### src/rtl/trp_pkg.sv
// Purpose: shared constants and types for the thermal response and output-ok threshold commands
// Assumes: command codes and status layout as used by the management-bus front end
// Notes: voltages are handled as raw linear words with a fixed exponent of -10
package trp_pkg;

   // command codes
   localparam logic [7:0] CMD_THERMAL_FAULT_ACTION = 8'h50;
   localparam logic [7:0] CMD_OUTPUT_OK_ASSERT_LEVEL = 8'h5E;
   localparam logic [7:0] CMD_STATUS_SUMMARY = 8'h78;
   localparam logic [7:0] CMD_STATUS_THERMAL = 8'h7D;
   localparam logic [7:0] CMD_COMM_LOGIC_STATUS = 8'h7E;

   // thermal_fault_action layout
   localparam int THERMAL_RETRY_BIT = 6;
   localparam logic [7:0] THERMAL_FAULT_ACTION_RESET = 8'hC0;
   localparam logic [7:0] THERMAL_FAULT_ACTION_FIXED = 8'h80;

   // output_ok_assert_level: msb read-only zero, 0x046A is 1.1035 V
   localparam logic [15:0] OUTPUT_OK_ASSERT_LEVEL_RESET = 16'h046A;
   localparam logic [15:0] OUTPUT_OK_ASSERT_LEVEL_MASK = 16'h7FFF;

   // status bit positions
   localparam int SUMMARY_TEMPERATURE_BIT = 2;
   localparam int SUMMARY_COMM_FAULT_BIT = 1;
   localparam int THERMAL_OT_FAULT_BIT = 7;
   localparam int COMM_INVALID_DATA_BIT = 6;

   // window limits in tenths of a percent of nominal
   localparam logic [10:0] PERMILLE_FULL = 11'h7D0;
   localparam logic [10:0] ASSERT_LOW_95 = 11'h3B6;
   localparam logic [10:0] ASSERT_LOW_92 = 11'h398;
   localparam logic [10:0] ASSERT_LOW_90 = 11'h384;
   localparam logic [10:0] DEASSERT_LOW_92 = 11'h398;
   localparam logic [10:0] DEASSERT_LOW_90 = 11'h384;
   localparam logic [10:0] DEASSERT_LOW_88 = 11'h370;

   // feedback-referred decision points, scaled by 2^20 (level 2^-10 times ratio 2^-10)
   // reference 600 mV: point = 0.6 * permille / 1000 * 2^20
   localparam logic [31:0] FB_RANGE_LOW = 32'((64'h258 * 64'h352 * 64'h100000) / 64'hF4240);
   localparam logic [31:0] FB_MID_90_92 = 32'((64'h258 * 64'h38E * 64'h100000) / 64'hF4240);
   localparam logic [31:0] FB_MID_92_95 = 32'((64'h258 * 64'h3A7 * 64'h100000) / 64'hF4240);
   localparam logic [31:0] FB_RANGE_HIGH = 32'((64'h258 * 64'h3E8 * 64'h100000) / 64'hF4240);

   typedef enum logic [1:0] {TRP_ASSERT_95, TRP_ASSERT_92, TRP_ASSERT_90} trp_assert_win_t;
   typedef enum logic [1:0] {TRP_DEASSERT_92, TRP_DEASSERT_90, TRP_DEASSERT_88} trp_deassert_win_t;
   typedef enum logic {TRP_RUN, TRP_SHUTDOWN} trp_therm_state_t;

   typedef struct packed {
      logic write;
      logic read;
      logic [7:0] code;
      logic [15:0] data;
   } trp_cmd_t;

   typedef struct packed {
      logic [7:0] thermal_fault_action;
      logic [15:0] output_ok_assert_level;
   } trp_nvm_t;

   typedef struct packed {
      logic [7:0] summary;
      logic [7:0] thermal;
      logic [7:0] comm_logic_status;
   } trp_status_t;

endpackage

### src/rtl/trp_thermal_pg_cmds.sv
// Purpose: thermal fault response and output-ok assert threshold commands, with status and alert
// Assumes: command strobes come from the management-bus front end, one cycle each, synchronous
// Notes: the analog sensing is outside; this block sees a fault level and a scaled output reading
//
// Summary of operation
// RULE1 - thermal fault sets summary temperature bit, thermal fault bit, and raises alert
// RULE2 - thermal trip level is fixed; writes to other codes are refused
// RULE3 - thermal action byte: only bit 6 writable, resets to C0
// RULE4 - retry flag 0: stay shut down after a thermal fault, never restart
// RULE5 - retry flag 1: soft-start again once die temperature drops below hysteresis
// RULE6 - release output-ok pin high when output enters the assert window
// RULE7 - assert setting drives symmetric window; one write updates both limits
// RULE8 - written value is the low limit, snapped to 95, 92 or 90 percent
// RULE9 - after reset the assert window is 92 and 108 percent
// RULE10 - written value decodes as linear with exponent -10
// RULE11 - requested voltage becomes a percentage through the feedback divider ratio
// RULE12 - assert at or below deassert level flags comm fault, invalid data, alert
// RULE13 - out-of-range write is accepted but flags comm fault, invalid data, alert
// RULE14 - out-of-range write clamps to the nearest extreme window
// RULE15 - assert level is a 16-bit word with read-only zero msb
// RULE16 - store-defaults copies both settings to non-volatile memory
// RULE17 - host keeps assert level sensibly above the deassert level
// RULE18 - output-ok pin pulled low outside the selected deassert window, 90 percent default
// RULE19 - host reads status after alert to find the cause
`timescale 1ns/1ps
module trp_thermal_pg_cmds (
   input wire logic i_clock,
   input wire logic i_reset,
   input trp_pkg::trp_cmd_t i_cmd,
   input wire logic i_store_defaults,
   input wire logic i_clear_faults,
   input wire logic i_over_temp,
   input wire logic i_temp_below_hyst,
   input wire logic [15:0] i_feedback_divider_ratio,
   input wire logic [15:0] i_deassert_level,
   input trp_pkg::trp_deassert_win_t i_deassert_window,
   input wire logic [10:0] i_vout_permille,
   input wire logic i_output_ok_pin_in,
   output logic o_output_ok_pin_out,
   output logic o_output_ok_pin_oe_n,
   output logic o_alert_line,
   output logic o_converter_enable,
   output logic o_soft_start,
   output logic [15:0] o_read_data,
   output logic o_read_valid,
   output logic o_cmd_refused,
   output logic o_nvm_write,
   output trp_pkg::trp_nvm_t o_nvm_data,
   output trp_pkg::trp_assert_win_t o_assert_window,
   output logic [7:0] o_status_summary
);
   import trp_pkg::*;

   typedef struct packed {
      trp_therm_state_t therm;
      logic ot_prev;
      logic thermal_retry_flag;
      logic [14:0] assert_level;
      trp_assert_win_t assert_win;
      trp_status_t status;
      logic output_ok;
      logic soft_start;
      logic [15:0] read_data;
      logic read_valid;
      logic refused;
      logic nvm_write;
      trp_nvm_t nvm_data;
   } trp_state_t;

   trp_state_t s;
   trp_state_t next_s;
   trp_assert_win_t map_window;
   logic map_out_of_range;
   logic ot_rise;
   logic pg_write;
   logic pg_invalid;
   logic [10:0] assert_low;
   logic [10:0] deassert_low;
   logic in_assert_window;
   logic in_deassert_window;
   logic [7:0] thermal_byte;

   // mapping uses the ratio in force at the moment of the write
   trp_pg_mapper u_mapper (
      .i_level(i_cmd.data[14:0]),
      .i_feedback_divider_ratio(i_feedback_divider_ratio),
      .o_window(map_window),
      .o_out_of_range(map_out_of_range)
   );

   always_comb begin
      case (s.assert_win)
         TRP_ASSERT_95: assert_low = ASSERT_LOW_95;
         TRP_ASSERT_92: assert_low = ASSERT_LOW_92;
         default: assert_low = ASSERT_LOW_90;
      endcase
      case (i_deassert_window)
         TRP_DEASSERT_92: deassert_low = DEASSERT_LOW_92;
         TRP_DEASSERT_88: deassert_low = DEASSERT_LOW_88;
         default: deassert_low = DEASSERT_LOW_90;
      endcase
   end

   always_comb begin
      // symmetric about nominal: high limit is 200 percent minus the low one
      in_assert_window = (i_vout_permille >= assert_low) &&
                         (i_vout_permille <= PERMILLE_FULL - assert_low); // RULE7
      in_deassert_window = (i_vout_permille >= deassert_low) &&
                           (i_vout_permille <= PERMILLE_FULL - deassert_low); // RULE18
      thermal_byte = THERMAL_FAULT_ACTION_FIXED;
      thermal_byte[THERMAL_RETRY_BIT] = s.thermal_retry_flag; // RULE3
      ot_rise = i_over_temp && !s.ot_prev;
      pg_write = i_cmd.write && (i_cmd.code == CMD_OUTPUT_OK_ASSERT_LEVEL);
      // the msb is forced clear, so the stored value is never negative
      pg_invalid = map_out_of_range ||
                   ($signed({1'b0, i_cmd.data[14:0]}) <= $signed(i_deassert_level)); // RULE12 RULE13
   end

   always_comb begin
      next_s = s;
      next_s.ot_prev = i_over_temp;
      next_s.soft_start = 1'b0;
      next_s.read_valid = 1'b0;
      next_s.refused = 1'b0;
      next_s.nvm_write = 1'b0;

      // clear first, so a fault in the same cycle still lands
      if (i_clear_faults) begin
         next_s.status = '0;
      end

      if (ot_rise) begin
         next_s.status.summary[SUMMARY_TEMPERATURE_BIT] = 1'b1; // RULE1
         next_s.status.thermal[THERMAL_OT_FAULT_BIT] = 1'b1; // RULE1
      end

      // trip decision comes from the fixed internal comparator only
      case (s.therm)
         TRP_RUN: begin
            if (i_over_temp) begin
               next_s.therm = TRP_SHUTDOWN;
            end
         end
         TRP_SHUTDOWN: begin
            // with retry clear there is no exit short of reset
            if (s.thermal_retry_flag && i_temp_below_hyst && !i_over_temp) begin // RULE4 RULE5
               next_s.therm = TRP_RUN;
               next_s.soft_start = 1'b1; // RULE5
            end
         end
         default: begin
            next_s.therm = TRP_SHUTDOWN;
         end
      endcase

      if (i_cmd.write) begin
         if (i_cmd.code == CMD_THERMAL_FAULT_ACTION) begin
            next_s.thermal_retry_flag = i_cmd.data[THERMAL_RETRY_BIT]; // RULE3
         end else if (pg_write) begin
            // accepted even when invalid; window is clamped by the mapper
            next_s.assert_level = i_cmd.data[14:0]; // RULE15 RULE10
            next_s.assert_win = map_window; // RULE7 RULE8 RULE11 RULE14
            if (pg_invalid) begin
               next_s.status.summary[SUMMARY_COMM_FAULT_BIT] = 1'b1; // RULE12 RULE13
               next_s.status.comm_logic_status[COMM_INVALID_DATA_BIT] = 1'b1; // RULE12 RULE13
            end
         end else begin
            // includes any attempt to program the thermal trip level
            next_s.refused = 1'b1; // RULE2
         end
      end

      if (i_cmd.read) begin
         next_s.read_valid = 1'b1;
         if (i_cmd.code == CMD_THERMAL_FAULT_ACTION) begin
            next_s.read_data = {8'h00, thermal_byte};
         end else if (i_cmd.code == CMD_OUTPUT_OK_ASSERT_LEVEL) begin
            next_s.read_data = {1'b0, s.assert_level} & OUTPUT_OK_ASSERT_LEVEL_MASK; // RULE15
         end else if (i_cmd.code == CMD_STATUS_SUMMARY) begin
            next_s.read_data = {8'h00, s.status.summary};
         end else if (i_cmd.code == CMD_STATUS_THERMAL) begin
            next_s.read_data = {8'h00, s.status.thermal};
         end else if (i_cmd.code == CMD_COMM_LOGIC_STATUS) begin
            next_s.read_data = {8'h00, s.status.comm_logic_status};
         end else begin
            next_s.read_data = 16'h0000;
            next_s.refused = 1'b1;
         end
      end

      if (i_store_defaults) begin
         next_s.nvm_write = 1'b1; // RULE16
         next_s.nvm_data.thermal_fault_action = thermal_byte; // RULE16
         next_s.nvm_data.output_ok_assert_level = {1'b0, s.assert_level}; // RULE16
      end

      // hysteresis: rise on the assert window, fall on the separately selected deassert window
      if (s.therm != TRP_RUN) begin
         next_s.output_ok = 1'b0;
      end else if (s.output_ok) begin
         if (!in_deassert_window) begin
            next_s.output_ok = 1'b0; // RULE18
         end
      end else if (in_assert_window) begin
         next_s.output_ok = 1'b1; // RULE6
      end
   end

   always_ff @(posedge i_clock or posedge i_reset) begin
      if (i_reset) begin
         s.therm <= TRP_RUN;
         s.ot_prev <= 1'b0;
         s.thermal_retry_flag <= THERMAL_FAULT_ACTION_RESET[THERMAL_RETRY_BIT]; // RULE3
         s.assert_level <= OUTPUT_OK_ASSERT_LEVEL_RESET[14:0];
         s.assert_win <= TRP_ASSERT_92; // RULE9
         s.status <= '0;
         s.output_ok <= 1'b0;
         s.soft_start <= 1'b0;
         s.read_data <= 16'h0000;
         s.read_valid <= 1'b0;
         s.refused <= 1'b0;
         s.nvm_write <= 1'b0;
         s.nvm_data <= '0;
      end else begin
         s <= next_s;
      end
   end

   // open drain: pull low when not ok, release otherwise
   assign o_output_ok_pin_out = 1'b0;
   assign o_output_ok_pin_oe_n = s.output_ok; // RULE6 RULE18
   // alert stays up until software clears the status bits
   assign o_alert_line = |{s.status.summary, s.status.thermal, s.status.comm_logic_status}; // RULE1 RULE12 RULE13
   assign o_converter_enable = (s.therm == TRP_RUN); // RULE4
   assign o_soft_start = s.soft_start;
   assign o_read_data = s.read_data;
   assign o_read_valid = s.read_valid;
   assign o_cmd_refused = s.refused;
   assign o_nvm_write = s.nvm_write;
   assign o_nvm_data = s.nvm_data;
   assign o_assert_window = s.assert_win;
   assign o_status_summary = s.status.summary;

endmodule

### src/rtl/trp_pg_mapper.sv
// Purpose: maps a requested output-ok assert level to a supported symmetric window
// Assumes: level in units of 2^-10 V, divider ratio in units of 2^-10
// Notes: purely combinational; compares on the feedback side against the 600 mV reference
`timescale 1ns/1ps
module trp_pg_mapper (
   input wire logic [14:0] i_level,
   input wire logic [15:0] i_feedback_divider_ratio,
   output trp_pkg::trp_assert_win_t o_window,
   output logic o_out_of_range
);
   import trp_pkg::*;

   logic [31:0] fb;

   always_comb begin
      // level times ratio is at most 31 bits, so no overflow
      fb = 32'(i_level) * 32'(i_feedback_divider_ratio);
      o_out_of_range = (fb < FB_RANGE_LOW) || (fb >= FB_RANGE_HIGH);
      // nearest pair; anything outside the range lands on the nearest extreme
      if (fb < FB_MID_90_92) begin
         o_window = TRP_ASSERT_90;
      end else if (fb < FB_MID_92_95) begin
         o_window = TRP_ASSERT_92;
      end else begin
         o_window = TRP_ASSERT_95;
      end
   end
endmodule

### config.mk
export PLATFORM = sky130hd
export DESIGN_NAME = trp_thermal_pg_cmds
export DESIGN_NICKNAME = d
export VERILOG_FILES = /design/src/rtl/trp_pkg.sv /design/src/rtl/trp_thermal_pg_cmds.sv /design/src/rtl/trp_pg_mapper.sv
export SDC_FILE = /design/constraint.sdc
export NUM_CORES = 1
export LEC_CHECK = 0
export ABC_CLOCK_PERIOD_IN_PS = 2000
export BUFFER_PORTS_ARGS = -buffer_cell sky130_fd_sc_hd__buf_2
export CORE_AREA = 2 2 176 178
export CTS_CLUSTER_DIAMETER = 60
export DETAILED_ROUTE_END_ITERATION = 8
export DIE_AREA = 0 0 178 180
export PLACE_DENSITY_LB_ADDON = 0.2
export RECOVER_POWER = 25
export SYNTH_ARGS = -nofsm -noshare
export SYNTH_HDL_FRONTEND = slang
export SYNTH_SLANG_ARGS = --single-unit
export TNS_END_PERCENT = 50
### constraint.sdc
create_clock -name i_clock -period 2 [get_ports i_clock]
set_input_delay 0.4 -clock i_clock [delete_from_list [all_inputs] [get_ports i_clock]]
set_output_delay 0.4 -clock i_clock [all_outputs]
set_load 0.005 [all_outputs]
==> results.md, run 1 <==
- The flow ran to the end, but the final reports show violations.
- The checks that failed: setup timing.
- The tree built by TritonCTS fans out to 60 sinks.
- The max-slew violation count is 0.
- The initial antenna violation count came to 0.
- The longest clock path from root to sink contains 2 buffers.
- The critical path class is primary input to register.
- The slowest stage of the critical path is the fa_1 cell.
- The Yosys step of the flow raised 0 warnings.
- The average instance in the mapped netlist occupies ~8.8 um^2.
- After detailed routing, the number of vias per cell comes to 4.90.
- The clock input transition at the sequential cells of the worst setup and hold paths is 0.06 ns.
- Static timing analysis puts the maximum clock frequency at 164 MHz.
- The clock insertion delay at the later pin of the skew report is between 0.3 and 0.4 ns.
- For the worst setup path, the data required time is ~2.2 ns.
- The relative max-transition margin is between 30% and 40%.
- Entering global routing, the biggest net connects 32 pins.
- Together, buffers and inverters on the worst path number 8.
- The final design utilization is approximately 50%.
- The post-route clock skew is a little under 0.009 ns.
- Signal routing reaches up to met4.
- The placed instances occupy a cell area of 14400 um^2.
- The synthesized instance count is 1399.
- The final standard cell area without fillers is 14900 um^2.
- The initial utilization of the core area, before any placement, comes to 40.6%.
- In this run, the number of DRC markers left after iteration 0 of detailed routing was 405.
- The horizontal die dimension is 178 um.
- The routed design could run at a clock period as short as 6.10 ns.
- In this run the critical register-to-register path is launched from o_assert_window[0].
- The worst-case setup margin in the final layout is -4.10 ns.
- The critical path's largest stage delay is ~0.56 ns.
- Counting tap cells, the placed design contains a total of 2025 instances.
- The first global-routing pass estimated 52.7 mm of wire.
- The fraction of registers with async set/reset is 100%.
- The min-delay analysis places its worst path in the category primary input to async pin.
- Setup repair after global routing could not meet its margin everywhere.
- At the pin with the least slew margin, the transition time is 1.02 ns.
- The final wirelength is 31.4 mm.
- Among the stages of the critical path, the cell type that occurs most often is fa_1.
- The number of port buffers is between 100 and 150.
- Before antenna repair, the detailed router went through 5 iterations.
- Yosys mapped a number of flops with a built-in enable equal to 0.
- The worst setup slack after placement is -4.58 ns.
- The share of post-route cells with drive strength above 1 is a little over a quarter.
- For flop-to-flop paths, the worst setup slack is -0.28 ns.
- The count of cells in the finished layout, fillers not included, comes to 2044.
- The area added between synthesis and finish is 21.6%.
- The detailed placement HPWL is 27.3 mm.
- The total count of hold-check failures in the final report came to 0.
- Clock tree synthesis selected as its root buffer the cell clkbuf_16.
- The final RePlAce weighted congestion is a little under 0.9.
- The met1 wire length is 13.6 mm.
- The placeable core region is 30200 um^2.
- The wire length on met3 is 1.34 mm.
- For the worst flop-to-flop path, the logic depth is 13.
- After floorplanning, the core was divided into between 60 and 70 placement rows.
- The number of global-route vias before repair is 10600.
- The register area share after synthesis is between 10 and 15%.
- The met2 wire length is 15.9 mm.
- The antenna violation net count after detailed routing is 0.
- The number of buffers created by CTS is 9.
- The number of diodes added for antenna fixing is 0.
- The total track usage is 20.4%.
- Across the run, the number of max-cap violations was 0.
- The top cell type's share of synthesized area is slightly below 30%.
- The most common flop cell mapped by yosys is dfrtp_1.
- The mapped cell area is 12300 um^2.
- The worst setup path is launched from a primary input.
- fa_1 takes more of the synthesized area than any other cell.
- The post-layout net count is 2029.
- The floorplan die area is 32000 um^2.
- The clock tree synthesis step divided the H-tree into 3 levels.
- TritonCTS built the clock tree.
- Along the worst path, the maximum fanout reaches 11.
- Sorting the synthesized cells by area gives the leading types as fa_1, ha_1, dfrtp_1, inv_1, and2_1.
- The cell class contributing the biggest share of worst-path delay is adder cells.
- Setup violations remaining at the end of the flow were counted as 5.
- The routed via count is about 10000.
- The critical path capture point type is a register.
- The worst path uses 305% of the clock period.
- The average wire length per cell after detail routing is 15.4 um.
- The worst register-to-register path ends at o_output_ok_pin_oe_n.
- Summed over all layers, the global routing overflow is 0.
- The I/O pin count is 136.
- The overall die height is about 180 um.
- After synthesis the netlist holds a flip-flop and latch count of 60.
- In the routed design, unresolved DRC markers number 0.
- At the worst endpoint, the arrival time is 6.34 ns.
- Synthesis instantiated 73 different standard cells from the library.
final cells by class:
cell class | instances | area, um^2
repair buffers | 328 | 2230
inverters | 264 | 991
fillers | 2937 | 15300
clock inverters | 6 | 111
multi-input cells | 980 | 9330
well taps | 396 | 495
clock buffers | 10 | 239
flip-flops and latches | 60 | 1510
worst max-delay path by stage:
stage | startpoint | endpoint | slack (ns) | cells after the start
floorplan | i_cmd[0] | o_assert_window[0] | -4.04 | 25
global placement | i_feedback_divider_ratio[7] | o_assert_window[0] | -4.52 | 23
detailed placement | i_feedback_divider_ratio[5] | o_assert_window[0] | -4.58 | 25
CTS | i_cmd[5] | o_assert_window[0] | -4.16 | 25
global route | i_feedback_divider_ratio[8] | o_assert_window[0] | -4.34 | 22
finish | i_cmd[5] | o_assert_window[0] | -4.10 | 25
cells in the final DEF (no fill, tap or decap), types with 11 or more instances in the layout:
master | synthesis | layout
inv_1 | 264 | 257
buf_4 | 51 | 213
fa_1 | 180 | 180
nand2_1 | 151 | 149
and2_1 | 147 | 138
ha_1 | 128 | 124
buf_2 | 3 | 104
dfrtp_1 | 53 | 53
a21oi_1 | 56 | 52
nor2_1 | 37 | 36
o21ai_0 | 38 | 36
mux2_2 | 32 | 32
nand4_1 | 18 | 18
a21o_1 | 15 | 15
conb_1 | 1 | 15
xnor2_1 | 12 | 12
xor2_1 | 11 | 11
timing repair:
item / CTS / global route
setup endpoints to repair: 5 / 5
hold buffers: 0 / 0
pin swaps: 9 / 3
gates resized for setup: 30 / 13
buffers inserted: 3 / 0
synth_stat cells (7+ instances only):
master	n
buf_4	51
nand2_1	151
mux2_2	32
dfrtp_1	53
nor2b_1	7
a21o_1	15
inv_1	264
nand4_1	18
dfstp_2	7
o21a_1	10
xor2_1	11
ha_1	128
o211ai_1	8
nor2_1	37
a211oi_1	7
nor3_1	11
and2_1	147
clkbuf_1	54
a21oi_1	56
xnor2_1	12
o21ai_0	38
fa_1	180
flip-flops by register name (all words and copies together) (netlist names):
register	count
o_status_summary	2
o_cmd_refused	1
o_read_data	15
o_output_ok_pin_oe_n	1
o_nvm_write	1
o_soft_start	1
s	19
o_assert_window	2
o_nvm_data	17
o_read_valid	1
stage by stage:
step	setup TNS [ns]	hold WS, ns
after global placement	-18.42	0.448
final	-16.55	0.240
after CTS	-16.77	0.109
after detailed placement	-18.59	0.458
after global routing	-17.70	0.264
after floorplan	-16.28	0.422
kinds of logic (layout without fill, tap and decap cells):
| kind of cell | Yosys count | after routing | synth area share (%) |
|---|---|---|---|
| compound gates | 187 | 187 | 10.1 |
| xor+xnor | 23 | 23 | 1.64 |
| fa+ha+maj | 308 | 308 | 42.5 |
| buf+inv | 373 | 608 | 13.0 |
| flops | 60 | 60 | 12.3 |
| mux | 33 | 33 | 3.02 |
| other cells | 1 | 15 | 0.0306 |
| simple gates | 414 | 414 | 17.4 |
layer usage:
layer / up-vias / track usage [%]
li1: 4860 / -
met1: 4911 / 26.9
met2: 205 / 36.1
met3: 38 / 1.67
met4: 0 / 4.56
met5: - / 0
Power of run 1 is left out: the tool's default activity adds up to more than one toggle a clock period on the data nets, which glitch-free logic cannot reach.
==> inputs of run 2 (changes only) <==
ABC_AREA = 1   (was default)
CORE_AREA = 2 2 182 184   (was 2 2 176 178)
DIE_AREA = 0 0 184 186   (was 0 0 178 180)
==> run 2 against run 1 <==
  * The run still ends with setup timing left
  * Non-clock buffer count decreased by 43
  * Synthesized area increased by 6.5%
  * Core utilization decreased by 0.070 points
  * Final area increased by 6.5%
  * Sequential cell count unchanged
  * Clock skew decreased by 0.0031 ns
  * Count of clock-buffer cells in the layout decreased by 1
  * Critical path depth increased by 7
  * Sequential share of layout area decreased by 0.62 points
  * Worst hold slack got worse by 0.0077 ns
  * Highest routed layer unchanged
==> results.md, run 2 <==
- The placeable core region is 32200 um^2 (+6.7%).
- Along the worst hold path, the cell count comes to 1.
- The fraction of registers with async set/reset is 100% (unchanged).
- The placed instance count is 2475 (+22%).
- The number of max-capacitance violations reported is 0 (unchanged).
- The post-layout net count was 2467 (+22%).
- After synthesis, the most frequently instantiated cells are nand2_1, inv_1, fa_1.
- The critical path class is primary input to register.
- For this run, the leading register cell type out of synthesis is dfrtp_1.
- The top cell type's share of synthesized area is 27.6% (-1.8 points).
- The post-route fraction of the period consumed by the critical path came to 281% (-24 points).
- The routed via count divided by cell count is 4.67 (-4.7%).
- The wire length on met3 is 1.74 mm (+29%).
- The final RePlAce weighted congestion is 0.954 (+7.6%).
- The antenna violation net count after detailed routing is 0 (unchanged).
- The number of buffers created by CTS is 9 (unchanged).
- The complex-gate fraction of the synthesized area came to 4.57% (-5.5 points).
- The number of detailed-route iterations in the first pass is 5 (unchanged).
- The flip-flop count of the largest register after layout is 19 (unchanged).
- The register with the most flip-flops in the final layout is s.
- The met1 wire length is 15.5 mm (+14%).
- In the post-synthesis netlist, the cell with the most instances is nand2_1.
- The post-layout instance count excluding filler cells is 2494 (+22%).
- The detailed placement HPWL is 31.0 mm (+13%).
- The worst register-to-register path begins at o_assert_window[1].
- The average wire length per cell after detail routing is 14.2 um (-7.3%).
- The I/O pin count was 136 (unchanged).
- The post-synthesis xor/xnor area fraction is 0.268% (-1.4 points).
- The total track usage is 21.8% (+1.4 points).
- The clock insertion delay at the later pin of the skew report is 0.33 ns (about the same).
- The number of warnings reported in the yosys synthesis log is 0 (unchanged).
- The number of setup violations in the final report is 4 (-1).
- In the layout the commonest cells are nand2_1, inv_1, fa_1, buf_4, ha_1.
- The depth of the CTS H-tree was 3 (unchanged).
- The post-route clock skew came to 0.00566 ns (-0.00307 ns).
- The setup slack on the worst flop-to-flop path was 0.16 ns (+0.44 ns).
- The clock input transition at the sequential cells of the worst setup and hold paths is 0.05 ns (about the same).
- The initial detailed-routing violation count is 660 (+63%).
- The post-synthesis share of cell area spent on full adders, half adders and majority gates is 39.9% (-2.6 points).
- The simple-gate portion of the synthesized area is 24.4% (+6.9 points).
- The effective utilization at floorplan came to 40.5% (-0.084 points).
- The global-route wire length before repair is 59.4 mm (+13%).
- The checks that failed: setup timing.
- The number of buffers between clock root and the deepest sink is 2 (unchanged).
- The relative max-transition margin is 4.11% (-28 points).
- The final wirelength is 35.5 mm (+13%).
- The multiplexer share of the synthesized area is 0% (-3.0 points).
- The share of post-route cells with drive strength above 1 is 20.9% (-5.1 points).
- The pin count of the biggest net entering global routing is 61 (+91%).
- The highest metal layer used by the detailed router is met4.
- The flop and latch count out of synthesis is 60 (unchanged).
- The endpoint of the lowest-slack register-to-register path is o_output_ok_pin_oe_n.
- The post-route worst hold slack came to 0.232 ns (-0.00770 ns).
- The number of synthesized flops with an enable pin is 0 (unchanged).
- For hold timing, the worst endpoint is s[87].
- The flow ran to the end, but the final reports show violations.
- The biggest fanout along the worst timing path was 5 (-6).
- Sorting the synthesized cells by area gives the leading types as fa_1, nand2_1, inv_1, ha_1, dfrtp_1.
- The startpoint class of the critical path is a primary input.
- The total count of hold-check failures in the final report was 0 (unchanged).
- Setup repair after global routing could not meet its margin everywhere.
- The max-slew violation count was 0 (unchanged).
- The data arrival time of the critical path came to 5.84 ns (-0.50 ns).
- The worst-case setup margin in the final layout is -3.63 ns (+0.474 ns).
- The horizontal die dimension was 184 um (+3.4%).
- The initial antenna violation count was 0 (unchanged).
- The overall die height is 186 um (+3.3%).
- The routed via count is 11600 (+16%).
- The combinational family with the most area after synthesis is adder cells.
- The maximum clock frequency is 178 MHz (+8.4%).
- The cell taking the most area after synthesis is fa_1.
- The area added between synthesis and finish is 21.7% (about the same).
- The synthesized instance count is 1875 (+34%).
- The critical path capture point type is a register.
- The met2 wire length is 17.3 mm (+9.2%).
- TritonCTS built the clock tree.
- The standard-cell row count is 66 (+3.1%).
- The number of sinks driven by the clock tree came to 60 (unchanged).
- The slew at the pin closest to its max-slew limit is 1.44 ns (+0.418 ns).
- The final standard cell area without fillers is 15900 um^2 (+6.5%).
- The required time of the worst setup path came to 2.22 ns (-0.02 ns).
- The largest individual stage delay along the critical path comes from the cell fa_1.
- The synthesized area divided by synthesized cell count was 6.96 um^2 (-21%).
- The critical path's largest stage delay is 0.60 ns (+0.04 ns).
- The number of library cell types mapped by synthesis is 45 (-38%).
- The worst min-delay path startpoint is i_over_temp.
- The number of diodes added for antenna fixing is 0 (unchanged).
- The root buffer cell chosen for the clock tree is clkbuf_16.
- The number of port buffers is 118 (unchanged).
- The type of the worst min-delay path is primary input to register.
- The standard cell area after detailed placement was 15200 um^2 (+5.0%).
- The mapped cell area is 13100 um^2 (+6.5%).
- The final global-route overflow total is 0 (unchanged).
- The path depth of the worst reg2reg path came to 11 (-2).
- The remaining design rule violation count is 0 (unchanged).
- The number of global-route vias before repair is 11900 (+13%).
- The floorplan die area was 34200 um^2 (+6.8%).
- Leaving out fill and tap cells, the most frequent cell in the layout is nand2_1.
- The setup TNS is -14.43 ns (+2.12 ns).
- The final critical delay including setup and external delays is 5.63 ns (-0.474 ns).
- The register area share after synthesis is 11.6% (-0.75 points).
==> run 2: cell count changes in the layout (fill, tap and decap cells not counted), sizes merged, moves of 10 or more <==
cell   before  now
a21oi      56   38
nor2       37   80
a21o       15    1
nand3       6   67
nand2     151  589
and2      148    4
buf       323  281
inv       264  514
xnor2      12    2
mux2       32    0
==> run 2: through the flow <==
step                worst slack, ns  util [%]
floorplan                     -3.52         -
global placement              -4.22      47.1
detailed placement            -4.25      47.1
CTS                           -3.61      49.2
global route                  -3.87      49.3
finish                        -3.63      49.3
==> run 2: final cells by class <==
type / count / area, um^2
clock buffers: 9 / 225
repair buffers: 285 / 2060
multi-input cells: 1209 / 9550
clock inverters: 7 / 91.3
flip-flops and latches: 60 / 1510
inverters: 516 / 1940
fillers: 3247 / 16300
well taps: 408 / 510
==> run 2: cell families after synthesis <==
family                     after synthesis
AOI/OAI and AO/OA                      105
xor gates and xnor gates                 4
adders and majority gates              308
buffers and inverters                  620
DFF                                     60
other                                    1
and+or+nand+nor                        777
==> run 2: worst max path at each step <==
stage                                       startpoint            endpoint  slack, ns  depth (start not counted)
final                                        i_cmd[12]               s[51]      -3.63                         32
after global routing       i_feedback_divider_ratio[8]               s[51]      -3.87                         32
after CTS                                     i_cmd[0]  o_assert_window[0]      -3.61                         29
after detailed placement                      i_cmd[5]               s[51]      -4.25                         28
after global placement    i_feedback_divider_ratio[10]  o_assert_window[1]      -4.22                         27
after floorplan                               i_cmd[0]  o_assert_window[1]      -3.52                         32
==> run 2: critical path: cells and delay by family <==
kind                       cells  cell delay, ns
buffers and inverters          7            0.47
and+or+nand+nor               18            1.47
adders and majority gates      7            3.50
==> run 2: layer usage <==
metal  up-vias  track usage (%)
met5         -                0
met4         0             6.88
met3        59             2.21
met2       316             38.3
met1      5450             28.2
li1       5817                -
==> run 2: timing repair <==
| action | CTS | global route |
|---|---|---|
| hold buffers | 0 | 0 |
| endpoints found under the hold margin | 0 | 0 |
| buffers inserted | 3 | 0 |
| resized for setup | 109 | 20 |
| endpoints found under the setup margin | 4 | 5 |
| pin swaps | 47 | 8 |
Power of run 2 is left out for the same reason.
